$ cat src/rtl/fpu_cfg_params.svh
// Offsets, field positions, reset values and timing counts of the block.
`ifndef FPU_CFG_PARAMS_SVH
`define FPU_CFG_PARAMS_SVH

// ----------------------------------------------------------------------
// Register byte offsets
// ----------------------------------------------------------------------
`define OFS_CONFIG      8'h00
`define OFS_STATUS      8'h04
`define OFS_IRQ_MASK    8'h08

// ----------------------------------------------------------------------
// Configuration register fields
// ----------------------------------------------------------------------
`define CFG_RESET       32'hffe00420
`define CFG_WR_MASK     32'hffe0037f
`define CFG_MUL_HI      31
`define CFG_MUL_LO      26
`define CFG_ALU_HI      25
`define CFG_ALU_LO      21
`define CFG_REV_BIT     10
`define CFG_LOCAL_BIT   9
`define CFG_MEMSEL_BIT  8
`define CFG_RSVD7_BIT   7

// ----------------------------------------------------------------------
// Status and interrupt mask fields
// ----------------------------------------------------------------------
`define ST_WIDTH        12
`define ST_MUL_LO       0
`define ST_ALU_LO       6
`define ST_ED_BIT       11
`define ST_RESET        12'h000
`define IMASK_RESET     12'h000

// ----------------------------------------------------------------------
// Timing
// ----------------------------------------------------------------------
`define CLK_PERIOD_NS   100
`define RESP_LATENCY    2

`endif

$ cat src/rtl/fpu_cfg_pkg.sv
// Types shared by the configuration register block.
package fpu_cfg_pkg;

  typedef logic [31:0] word_t;

  typedef enum logic [1:0] {
    RESP_OKAY,
    RESP_EXOKAY,
    RESP_SLVERR,
    RESP_DECERR
  } axi_resp_t;

  typedef enum logic [1:0] {
    SEL_CONFIG,
    SEL_STATUS,
    SEL_MASK,
    SEL_NONE
  } reg_sel_t;

  typedef enum logic [1:0] {
    WR_COLLECT,
    WR_COMMIT,
    WR_RESPOND
  } wr_state_t;

endpackage : fpu_cfg_pkg

$ cat src/rtl/cfg_pin_mux.sv
// Pin steering for the local bus and memory space selects.
`timescale 1ns/10ps
module cfg_pin_mux (
  // Clock and reset
  input  wire logic        mclk,
  input  wire logic        rst,
  // Configuration
  input  wire logic        local_bus_cfg,
  input  wire logic        memory_select_cfg,
  input  wire logic        coproc_mode,
  // Local bus core side
  input  wire logic        local_output_enable,
  input  wire logic        cas_core,
  input  wire logic        we_core,
  input  wire logic        coproc_ready_out_core,
  input  wire logic        address_latch_out_core,
  input  wire logic        setmask_boundary,
  input  wire logic        lad_move_active,
  input  wire logic        lad_move_bit1,
  input  wire logic        lad_drive,
  input  wire logic [31:0] lad_core_data,
  // Memory core side
  input  wire logic        mem_access,
  input  wire logic        mem_is_data,
  // Local bus pins
  output logic             column_strobe_out,
  output logic             column_strobe_oe,
  output logic             write_strobe_out,
  output logic             write_strobe_oe,
  output logic             coproc_ready_out,
  output logic             cycle_boundary_out,
  output logic             address_latch_out,
  output logic [31:0]      local_addr_data_bus_o,
  output logic             local_addr_data_bus_oe,
  // Memory pins
  output logic             memory_chip_enable_n,
  output logic             space_select_pin
);

  logic        lad_mode;
  logic        float_pins;
  logic [8:0]  pins_d;
  logic [8:0]  pins_q;
  logic [31:0] lad_d;
  logic [31:0] lad_q;

  // ----------------------------------------------------------------------
  // Next pin values
  // ----------------------------------------------------------------------
  always_comb begin
    lad_mode   = local_bus_cfg & ~coproc_mode;
    float_pins = lad_mode & local_output_enable;
    pins_d[0]  = cas_core;
    pins_d[1]  = ~float_pins;
    pins_d[2]  = we_core;
    pins_d[3]  = ~float_pins;
    pins_d[4]  = coproc_ready_out_core;
    pins_d[5]  = address_latch_out_core;
    if (lad_mode) begin
      pins_d[6] = ~(lad_move_active & lad_move_bit1);
    end else begin
      pins_d[6] = setmask_boundary;
    end
    if (memory_select_cfg) begin
      pins_d[7] = ~(mem_access & ~mem_is_data);
      pins_d[8] = ~(mem_access & mem_is_data);
    end else begin
      pins_d[7] = ~mem_access;
      pins_d[8] = mem_is_data;
    end
    lad_d = lad_core_data;
  end

  always_ff @(posedge mclk) begin
    if (rst) begin
      pins_q <= 9'h1fb;
      lad_q  <= 32'h0000_0000;
    end else begin
      pins_q <= pins_d;
      lad_q  <= lad_d;
    end
  end

  assign column_strobe_out      = pins_q[0];
  assign column_strobe_oe       = pins_q[1];
  assign write_strobe_out       = pins_q[2];
  assign write_strobe_oe        = pins_q[3];
  assign coproc_ready_out       = pins_q[4];
  assign address_latch_out      = pins_q[5];
  assign cycle_boundary_out     = pins_q[6];
  assign memory_chip_enable_n   = pins_q[7];
  assign space_select_pin       = pins_q[8];
  assign local_addr_data_bus_o  = lad_q;
  assign local_addr_data_bus_oe = lad_drive & pins_q[1];

endmodule : cfg_pin_mux

$ cat src/rtl/fpu_config_register_upper.sv
// Configuration register, exception detect status and pin steering.
// Functional notes
// - 32-bit user register, resets to ffe00420
// - Bits 31..26 multiplier masks, reset enabled
// - Bits 25..21 ALU masks, reset enabled
// - Enabled exception sets detected flag, interrupt if unmasked
// - Bits 20..11 reserved, read zero
// - Bit 10 read-only hardwired revision
// - Local bit low: strobes ignore output enable
// - Local bit high: enable floats strobes, bus
// - Local bit high: move bit1 drives boundary
// - Local bit high: boundary high except during bit1 move
// - Local bit ignored in coprocessor mode
// - Memory bit high: separate code/data enables
// - Memory bit low: one enable both spaces
// - Memory bit low: select pin is address
`timescale 1ns/10ps
`include "fpu_cfg_params.svh"
module fpu_config_register_upper #(
  parameter logic REVISION_VALUE = 1'b0 // Arbitrary revision code.
) (
  // Clock and reset
  input  wire logic                   mclk,
  input  wire logic                   rst,
  // AXI4-Lite write address and data
  input  wire logic [7:0]             s_axi_awaddr,
  input  wire logic                   s_axi_awvalid,
  output logic                        s_axi_awready,
  input  wire fpu_cfg_pkg::word_t     s_axi_wdata,
  input  wire logic [3:0]             s_axi_wstrb,
  input  wire logic                   s_axi_wvalid,
  output logic                        s_axi_wready,
  // AXI4-Lite write response
  output fpu_cfg_pkg::axi_resp_t      s_axi_bresp,
  output logic                        s_axi_bvalid,
  input  wire logic                   s_axi_bready,
  // AXI4-Lite read
  input  wire logic [7:0]             s_axi_araddr,
  input  wire logic                   s_axi_arvalid,
  output logic                        s_axi_arready,
  output fpu_cfg_pkg::word_t          s_axi_rdata,
  output fpu_cfg_pkg::axi_resp_t      s_axi_rresp,
  output logic                        s_axi_rvalid,
  input  wire logic                   s_axi_rready,
  // Exception events from the arithmetic core
  input  wire logic [5:0]             mul_exception,
  input  wire logic [4:0]             alu_exception,
  // Operating mode
  input  wire logic                   coproc_mode,
  // Local bus core side
  input  wire logic                   local_output_enable,
  input  wire logic                   cas_core,
  input  wire logic                   we_core,
  input  wire logic                   coproc_ready_out_core,
  input  wire logic                   address_latch_out_core,
  input  wire logic                   setmask_boundary,
  input  wire logic                   lad_move_active,
  input  wire logic                   lad_move_bit1,
  input  wire logic                   lad_drive,
  input  wire logic [31:0]            lad_core_data,
  // Memory core side
  input  wire logic                   mem_access,
  input  wire logic                   mem_is_data,
  // Configuration outputs
  output logic [5:0]                  mul_mask,
  output logic [4:0]                  alu_mask,
  output logic [6:0]                  low_cfg,
  output logic                        exception_detected_flag,
  output logic                        irq,
  // Local bus pins
  output logic                        column_strobe_out,
  output logic                        column_strobe_oe,
  output logic                        write_strobe_out,
  output logic                        write_strobe_oe,
  output logic                        coproc_ready_out,
  output logic                        cycle_boundary_out,
  output logic                        address_latch_out,
  output logic [31:0]                 local_addr_data_bus_o,
  output logic                        local_addr_data_bus_oe,
  // Memory pins
  output logic                        memory_chip_enable_n,
  output logic                        space_select_pin
);
  import fpu_cfg_pkg::*;

  // ----------------------------------------------------------------------
  // Helper functions
  // ----------------------------------------------------------------------
  function automatic reg_sel_t decode(input logic [7:0] addr);
    case (addr)
      `OFS_CONFIG:   decode = SEL_CONFIG;
      `OFS_STATUS:   decode = SEL_STATUS;
      `OFS_IRQ_MASK: decode = SEL_MASK;
      default:       decode = SEL_NONE;
    endcase
  endfunction : decode

  function automatic word_t lane_mask(input logic [3:0] strb);
    lane_mask = {{8{strb[3]}}, {8{strb[2]}}, {8{strb[1]}}, {8{strb[0]}}};
  endfunction : lane_mask

  // ----------------------------------------------------------------------
  // State
  // ----------------------------------------------------------------------
  word_t                 cfg_q;
  word_t                 cfg_d;
  logic [`ST_WIDTH-1:0]  status_q;
  logic [`ST_WIDTH-1:0]  status_d;
  logic [`ST_WIDTH-1:0]  imask_q;
  logic [`ST_WIDTH-1:0]  imask_d;
  logic [`ST_WIDTH-1:0]  events;
  logic [`ST_WIDTH-1:0]  w1c;
  word_t                 cfg_view;
  word_t                 wr_lanes;
  wr_state_t             wst_q;
  wr_state_t             wst_d;
  logic                  aw_got_q;
  logic                  aw_got_d;
  logic                  w_got_q;
  logic                  w_got_d;
  logic [7:0]            awaddr_q;
  logic [7:0]            awaddr_d;
  word_t                 wdata_q;
  word_t                 wdata_d;
  logic [3:0]            wstrb_q;
  logic [3:0]            wstrb_d;
  axi_resp_t             bresp_q;
  axi_resp_t             bresp_d;
  logic                  rvalid_q;
  logic                  rvalid_d;
  word_t                 rdata_q;
  word_t                 rdata_d;
  axi_resp_t             rresp_q;
  axi_resp_t             rresp_d;
  logic                  do_write;
  reg_sel_t              wsel;
  reg_sel_t              rsel;

  // ----------------------------------------------------------------------
  // Read view of the configuration register
  // ----------------------------------------------------------------------
  always_comb begin
    cfg_view                 = cfg_q & `CFG_WR_MASK;
    cfg_view[`CFG_REV_BIT]   = REVISION_VALUE;
  end

  // ----------------------------------------------------------------------
  // AXI write path
  // ----------------------------------------------------------------------
  assign s_axi_awready = (wst_q == WR_COLLECT) & ~aw_got_q;
  assign s_axi_wready  = (wst_q == WR_COLLECT) & ~w_got_q;
  assign s_axi_bvalid  = (wst_q == WR_RESPOND);
  assign s_axi_bresp   = bresp_q;

  always_comb begin
    wst_d    = wst_q;
    aw_got_d = aw_got_q;
    w_got_d  = w_got_q;
    awaddr_d = awaddr_q;
    wdata_d  = wdata_q;
    wstrb_d  = wstrb_q;
    bresp_d  = bresp_q;
    do_write = 1'b0;
    wsel     = decode(awaddr_q);
    case (wst_q)
      WR_COLLECT: begin
        if (s_axi_awvalid && s_axi_awready) begin
          aw_got_d = 1'b1;
          awaddr_d = s_axi_awaddr;
        end
        if (s_axi_wvalid && s_axi_wready) begin
          w_got_d = 1'b1;
          wdata_d = s_axi_wdata;
          wstrb_d = s_axi_wstrb;
        end
        if (aw_got_d && w_got_d) begin
          wst_d = WR_COMMIT;
        end
      end
      WR_COMMIT: begin
        do_write = 1'b1;
        bresp_d  = (wsel == SEL_NONE) ? RESP_SLVERR : RESP_OKAY;
        aw_got_d = 1'b0;
        w_got_d  = 1'b0;
        wst_d    = WR_RESPOND;
      end
      WR_RESPOND: begin
        if (s_axi_bready) begin
          wst_d = WR_COLLECT;
        end
      end
      default: begin
        wst_d = WR_COLLECT;
      end
    endcase
  end

  always_ff @(posedge mclk) begin
    if (rst) begin
      wst_q    <= WR_COLLECT;
      aw_got_q <= 1'b0;
      w_got_q  <= 1'b0;
      awaddr_q <= 8'h00;
      wdata_q  <= 32'h0000_0000;
      wstrb_q  <= 4'h0;
      bresp_q  <= RESP_OKAY;
    end else begin
      wst_q    <= wst_d;
      aw_got_q <= aw_got_d;
      w_got_q  <= w_got_d;
      awaddr_q <= awaddr_d;
      wdata_q  <= wdata_d;
      wstrb_q  <= wstrb_d;
      bresp_q  <= bresp_d;
    end
  end

  // ----------------------------------------------------------------------
  // Registers: configuration, status and interrupt mask
  // ----------------------------------------------------------------------
  always_comb begin
    wr_lanes = lane_mask(wstrb_q);
    cfg_d    = cfg_q;
    imask_d  = imask_q;
    w1c      = '0;
    if (do_write && wsel == SEL_CONFIG) begin
      cfg_d = (cfg_q & ~(wr_lanes & `CFG_WR_MASK))
            | (wdata_q & wr_lanes & `CFG_WR_MASK);
    end
    if (do_write && wsel == SEL_MASK) begin
      imask_d = (imask_q & ~wr_lanes[`ST_WIDTH-1:0])
              | (wdata_q[`ST_WIDTH-1:0] & wr_lanes[`ST_WIDTH-1:0]);
    end
    if (do_write && wsel == SEL_STATUS) begin
      w1c = wdata_q[`ST_WIDTH-1:0] & wr_lanes[`ST_WIDTH-1:0];
    end
    events[`ST_MUL_LO +: 6] = mul_exception
                            & cfg_q[`CFG_MUL_HI:`CFG_MUL_LO];
    events[`ST_ALU_LO +: 5] = alu_exception
                            & cfg_q[`CFG_ALU_HI:`CFG_ALU_LO];
    events[`ST_ED_BIT]      = |events[`ST_ED_BIT-1:0];
    status_d = (status_q & ~w1c) | events;
  end

  always_ff @(posedge mclk) begin
    if (rst) begin
      cfg_q    <= `CFG_RESET;
      status_q <= `ST_RESET;
      imask_q  <= `IMASK_RESET;
    end else begin
      cfg_q    <= cfg_d;
      status_q <= status_d;
      imask_q  <= imask_d;
    end
  end

  assign mul_mask                = cfg_q[`CFG_MUL_HI:`CFG_MUL_LO];
  assign alu_mask                = cfg_q[`CFG_ALU_HI:`CFG_ALU_LO];
  assign low_cfg                 = cfg_q[6:0];
  assign exception_detected_flag = status_q[`ST_ED_BIT];
  assign irq                     = |(status_q & imask_q);

  // ----------------------------------------------------------------------
  // AXI read path
  // ----------------------------------------------------------------------
  assign s_axi_arready = ~rvalid_q;
  assign s_axi_rvalid  = rvalid_q;
  assign s_axi_rdata   = rdata_q;
  assign s_axi_rresp   = rresp_q;

  always_comb begin
    rvalid_d = rvalid_q;
    rdata_d  = rdata_q;
    rresp_d  = rresp_q;
    rsel     = decode(s_axi_araddr);
    if (rvalid_q && s_axi_rready) begin
      rvalid_d = 1'b0;
    end
    if (s_axi_arvalid && !rvalid_q) begin
      rvalid_d = 1'b1;
      rresp_d  = RESP_OKAY;
      case (rsel)
        SEL_CONFIG: rdata_d = cfg_view;
        SEL_STATUS: rdata_d = {20'h00000, status_q};
        SEL_MASK:   rdata_d = {20'h00000, imask_q};
        default: begin
          rdata_d = 32'h0000_0000;
          rresp_d = RESP_SLVERR;
        end
      endcase
    end
  end

  always_ff @(posedge mclk) begin
    if (rst) begin
      rvalid_q <= 1'b0;
      rdata_q  <= 32'h0000_0000;
      rresp_q  <= RESP_OKAY;
    end else begin
      rvalid_q <= rvalid_d;
      rdata_q  <= rdata_d;
      rresp_q  <= rresp_d;
    end
  end

  // ----------------------------------------------------------------------
  // Pin steering
  // ----------------------------------------------------------------------
  cfg_pin_mux u_pin_mux (
    .mclk                   (mclk),
    .rst                    (rst),
    .local_bus_cfg          (cfg_q[`CFG_LOCAL_BIT]),
    .memory_select_cfg      (cfg_q[`CFG_MEMSEL_BIT]),
    .coproc_mode            (coproc_mode),
    .local_output_enable    (local_output_enable),
    .cas_core               (cas_core),
    .we_core                (we_core),
    .coproc_ready_out_core             (coproc_ready_out_core),
    .address_latch_out_core             (address_latch_out_core),
    .setmask_boundary       (setmask_boundary),
    .lad_move_active        (lad_move_active),
    .lad_move_bit1          (lad_move_bit1),
    .lad_drive              (lad_drive),
    .lad_core_data          (lad_core_data),
    .mem_access             (mem_access),
    .mem_is_data            (mem_is_data),
    .column_strobe_out      (column_strobe_out),
    .column_strobe_oe       (column_strobe_oe),
    .write_strobe_out       (write_strobe_out),
    .write_strobe_oe        (write_strobe_oe),
    .coproc_ready_out       (coproc_ready_out),
    .cycle_boundary_out     (cycle_boundary_out),
    .address_latch_out      (address_latch_out),
    .local_addr_data_bus_o  (local_addr_data_bus_o),
    .local_addr_data_bus_oe (local_addr_data_bus_oe),
    .memory_chip_enable_n   (memory_chip_enable_n),
    .space_select_pin       (space_select_pin)
  );

endmodule : fpu_config_register_upper

$ cat config.mk
export PLATFORM = sky130hd
export DESIGN_NAME = fpu_config_register_upper
export DESIGN_NICKNAME = d
export VERILOG_FILES = /design/src/rtl/fpu_cfg_pkg.sv /design/src/rtl/cfg_pin_mux.sv /design/src/rtl/fpu_config_register_upper.sv
export VERILOG_INCLUDE_DIRS = /design/src /design/src/rtl
export SDC_FILE = /design/constraint.sdc
export NUM_CORES = 1
export LEC_CHECK = 0
export ABC_AREA = 0
export BUFFER_PORTS_ARGS = -buffer_cell sky130_fd_sc_hd__buf_2
export CORE_ASPECT_RATIO = 1.2
export CORE_MARGIN = 4
export CORE_UTILIZATION = 40
export CTS_BUF_LIST = sky130_fd_sc_hd__clkbuf_8
export CTS_CLUSTER_DIAMETER = 120
export DETAILED_ROUTE_END_ITERATION = 6
export PLACE_DENSITY = 0.65
export SLEW_MARGIN = 20
export SYNTH_ARGS = -nofsm -noshare
export SYNTH_HDL_FRONTEND = slang
export SYNTH_HIERARCHICAL = 1
export SYNTH_SLANG_ARGS = --single-unit
$ cat constraint.sdc
create_clock -name mclk -period 2.05 [get_ports mclk]
set_clock_uncertainty 0.2 [all_clocks]
set_input_delay 0.1025 -clock mclk [delete_from_list [all_inputs] [get_ports mclk]]
set_output_delay 0.1025 -clock mclk [all_outputs]
set_load 0.05 [all_outputs]
-- Word-level counts from Yosys, hierarchy flattened
Cells that the tools add are included.
- register bits: 182
- output and inout port bits: 103
- word-level logic and storage cells: 102
- equality and inequality tests: 13
- multiplexer cells: 20
- bitwise gates (word level): 32
- reduce and logical (&&, ||, !) cells: 22
- operator list (operator ; count):
    $pmux W32 S3 ; 1
    $and A32 B32 Y32 ; 2
    $and A12 B12 Y12 ; 4
    $not A32 Y32 ; 1
    $or A32 B32 Y32 ; 1
    $not A12 Y12 ; 2
    $or A12 B12 Y12 ; 2
    $pmux W2 S3 ; 3
    $eq A8 B3 Y1 const B ; 2
    $eq A8 B4 Y1 const B ; 2
    $logic_not A8 Y1 ; 2
    $mux W12 ; 1
    $reduce_or A12 Y1 ; 1
    $reduce_or A11 Y1 ; 1
    $mux W2 ; 5
    $not A1 Y1 ; 10
    $and A1 B1 Y1 ; 8
    $eq A2 B2 Y1 const B ; 4
    $logic_and A1 B1 Y1 ; 8
    $mux W1 ; 8
    $and A6 B6 Y6 ; 1
    $eq A2 B1 Y1 const B ; 3
    $logic_not A2 Y1 ; 3
    $reduce_and A2 Y1 ; 3
    other kinds (6) ; 9

-- Longest topological paths before layout
- depth in word-level cells: 8
- gate-level depth with buffers: 6
- gate-level depth less buffers: 3

-- Modules after synthesis
Netlist, hierarchy kept.
- by module, submodules not included (module ; times used ; cells each ; area each (µm²) ; sequential area each (µm²)):
    fpu_config_register_upper ; 1 ; 580 ; 5094.9 ; 2182.1
    cfg_pin_mux ; 1 ; 92 ; 1134.8 ; 800.8

-- Worst setup path before layout
Ideal clock, no wire load.
- path kind: register -> output
- start: register wst_q[1]
- end: output s_axi_awready
- data arrival time: 1.593 ns
- data required time: 1.747 ns
- path slack: 0.155 ns
- stages on the path, launching flop included: 3
- path through: dfxtp_1 buf_2 nor3_1
- word-level cells in the longest chain between the ends: 2
- RTL lines (item ; RTL line ; text):
    from (decl) ; fpu_config_register_upper.sv:115 ; wr_state_t wst_q;
    from (signal assigned) ; fpu_config_register_upper.sv:208 ; wst_q <= wst_d;
    $logic_not A2 Y1 ; fpu_config_register_upper.sv:150 ; assign s_axi_awready = (wst_q == WR_COLLECT) & ~aw_got_q;
    $and A1 B1 Y1 ; fpu_config_register_upper.sv:150 ;
    to (decl) ; fpu_config_register_upper.sv:28 ; output logic s_axi_awready,
Every way passes these cells.

-- Final worst setup path
- start: register wst_q[1]
- end: register awaddr_q[5]
- word-level cells in the longest chain between the ends: 4
- RTL lines (item ; RTL line ; text):
    $logic_not A2 Y1 (*) ; fpu_config_register_upper.sv:150, fpu_config_register_upper.sv:165 ;
    $and A1 B1 Y1 ; fpu_config_register_upper.sv:150 ;
    $logic_and A1 B1 Y1 ; fpu_config_register_upper.sv:167 ; if (s_axi_awvalid && s_axi_awready) begin
    $reduce_and A2 Y1 (no source line) (*) ; -- ;
    to (signal assigned) ; fpu_config_register_upper.sv:211 ; awaddr_q <= awaddr_d;
    to (decl) ; fpu_config_register_upper.sv:121 ; logic [7:0] awaddr_q;
Every way passes the cells marked *; elsewhere a longest branch is shown, timed or not.
A chain may end at the register's enable or synchronous reset.

==> flow_summary.ini <==
[outcome]
status = finished clean

[synthesis]
syn_inst = 672
synth_largest_area_cell = dfxtp_1
synthFlopType = dfxtp_1
ys_types = 47
syn_avg_cell_area_um2 = 9.27
synth_top_area_share_pct = 47.9
synth.cell_area_um2 = 6230
yosysMostFrequentCell = dfxtp_1
yosysWarnings = 6
ys_ff_latch = 149
ys_top_cells_by_area = dfxtp_1 (48%), a21oi_1 (6.8%), nand2_1 (6.0%)
synthArstFlopShare_pct = 0
yosysSeqAreaShare_pct = 47.9
synthTopCellsByCount = dfxtp_1 (149), nand2_1 (99), a21oi_1 (85)
synth-edff-count = 0

[layout]
final_cell_area_um2 = 8720
drive_gt1_share_pct = 28.3
fill_cells = 1364
area_growth_pct = 40.0
antenna_cells = 0
post-route-util_pct = 57.6
nNetsFinal = 1058

[power]
pwr_density_cell_nw_per_um2 = 773
pwr-share-seq_pct = 46.3
comb_power_share_pct = 18.0
p_leak_nw = 3.60
vdd_drop_max_v = 0.000638
p_int_mw = 4.73
p_sw_mw = 2.02
swShare_pct = 29.9
p_clk_share_pct = 35.7

[clock_tree]
htreeDepth = 4
cts_setup_buffers = 0
root_buffer = clkbuf_8
clockBufferDepth = 2
clkTransAtPathRegs_ns = 0.08
cts_tree = done
cts_buffers = 17
clock_latency_ns = 0.46
cts_sinks = 149

[route]
firstDrtPassIters = 6
drtAntennaViolNets = 0
viasPerCell = 5.09
totalWireLength_um = 18900
route.detailed.drc = 0
vias = 5911
wire_per_inst_um = 16.2
drt_iter0_drc = 335

[critical_path]
critPathMostFrequentCell = buf_4
reg2reg_from = wst_q[1]$_SDFFE_PP0P_
crit_type = reg2reg
cp.arrival_ns = 2.14
path_max_fanout = 11
crit_path_max_incr_delay_ns = 0.56
path_cells = buf_4, nor4b_2, buf_4, nand2_1, dlygate4sd3_1, a21oi_1
endpoint_kind = flip-flop
cpMaxStageDelayCell = dlygate4sd3_1
crit_start = wst_q[1]$_SDFFE_PP0P_
critPathRequiredTime_ns = 2.25
crit_path_start_kind = flip-flop

[grt]
grt-ovfl-total = 0
grt_pass1_vias = 5674
antenna_found_initial = 0
grtUsageTotal_pct = 20.9
grt_pass1_wl_um = 29000
grt_max_degree = 76

[timing]
final.setup.tns_ns = 0
setup_viol = 0
fmax_mhz = 514
setup_ws_ns = 0.103
worst_pin_slew_ns = 0.796
hold_viol = 0
fin_crit_sh_pct = 95.0
slew_headroom_pct = 46.8
final-max-slew-violation-count = 0
rsz0062_at_grt = false
finalCriticalPeriod_ns = 1.95

[die]
design.core.area_um2 = 15100
die_h_um = 145
initial_utilization_pct = 41.1
ios = 217
placementRows = 49
dieArea_um2 = 17600
die_x_um = 122

[placement]
routabilityCongestion = 0.834
port_buffers = 196
post-dp-hpwl_um = 12700
pre_cts_slack_ns = 0.217
placedInstanceArea_um2 = 7160

[min_path]
holdCritPathClass = in2reg
worstHoldStart = s_axi_araddr[5]

[run]
maxCapViolCount = 0
[through the flow]
step           hold WS [ns]  std cells  power, mW
3_5_place_dp         0.0830       1017       4.22
3_3_place_gp         0.0784       1017       4.21
4_1_cts             0.00791       1161       6.79
5_1_grt              0.0327       1161       7.04
6_report             0.0262       1161       6.74
2_1_floorplan       -0.0113        682       3.95
[power groups by stage]
stage / Sequential (mW) / Combinational (mW) / Clock, mW
floorplan: 3.32 / 0.633 / 0
global placement: 3.18 / 1.03 / 0
detailed placement: 3.19 / 1.03 / 0
CTS: 3.12 / 1.20 / 2.47
global route: 3.14 / 1.30 / 2.60
finish: 3.12 / 1.21 / 2.41
[layout make-up]
class                   count  area (um^2)  share of cell area, %
flip-flops and latches    149         2980                   34.2
well taps                 204          255                   2.93
inverters                   4         15.0                  0.172
clock buffers              18          248                   2.84
clock inverters            14          176                   2.02
repair buffers            328         2290                   26.3
multi-input cells         444         2750                   31.6
[timing repair]
| action | CTS | global route |
|---|---|---|
| setup endpoints to repair | 0 | 1 |
| endpoints found under the hold margin | 116 | 0 |
| hold buffers | 112 | 0 |
| resized for setup | 0 | 4 |
[logic make-up (layout without fill, tap and decap cells)]
group | Yosys count | in the layout | synth area share, %
buf+inv | 89 | 364 | 8.88
other cells | 1 | 11 | 0.0602
mux | 10 | 10 | 1.61
compound gates | 174 | 174 | 17.5
flops | 149 | 149 | 47.9
simple gates | 249 | 249 | 24.1
[worst paths after layout]
path | endpoint | slack (ns) | depth (start not counted)
min | s_axi_rdata[9]$_SDFFE_PP0P_ | 0.03 | 4
max reg2reg | awaddr_q[5]$_SDFFE_PP0P_ | 0.10 | 6
max | awaddr_q[5]$_SDFFE_PP0P_ | 0.10 | 6
min reg2reg | s_axi_rdata[29]$_SDFFE_PP0P_ | 0.25 | 2
[critical path, delay by kind of cell, from the launching register on]
| kind | cells | cell delay (ns) |
|---|---|---|
| buffers and inverters | 3 | 0.92 |
| AND/OR/NAND/NOR | 2 | 0.33 |
| flip-flops | 1 | 0.31 |
| AO/OA/AOI/OAI | 1 | 0.12 |
[layout by cell type (no fill, tap or decap), types with 11 or more instances in the layout]
cell type	instances
a311oi_1	11
conb_1	11
nor3b_1	14
dfxtp_1	149
a31oi_1	13
buf_2	194
nand2_1	99
a21oi_1	85
nor2b_1	38
buf_4	19
dlygate4sd3_1	112
nand4_1	33
clkbuf_8	18
nor4_2	11
o31ai_1	21
[routing by layer]
metal | wire [um] | share of wire, % | global-route usage (%) | vias up
li1 | - | - | - | 2937
met1 | 7630 | 40 | 25.3 | 2741
met2 | 9550 | 51 | 35.4 | 194
met3 | 1070 | 5.7 | 5.37 | 39
met4 | 605 | 3.2 | 8.79 | 0
met5 | 0 | 0 | 0 | -
No activity file was read; power rests on OpenSTA's default activity.
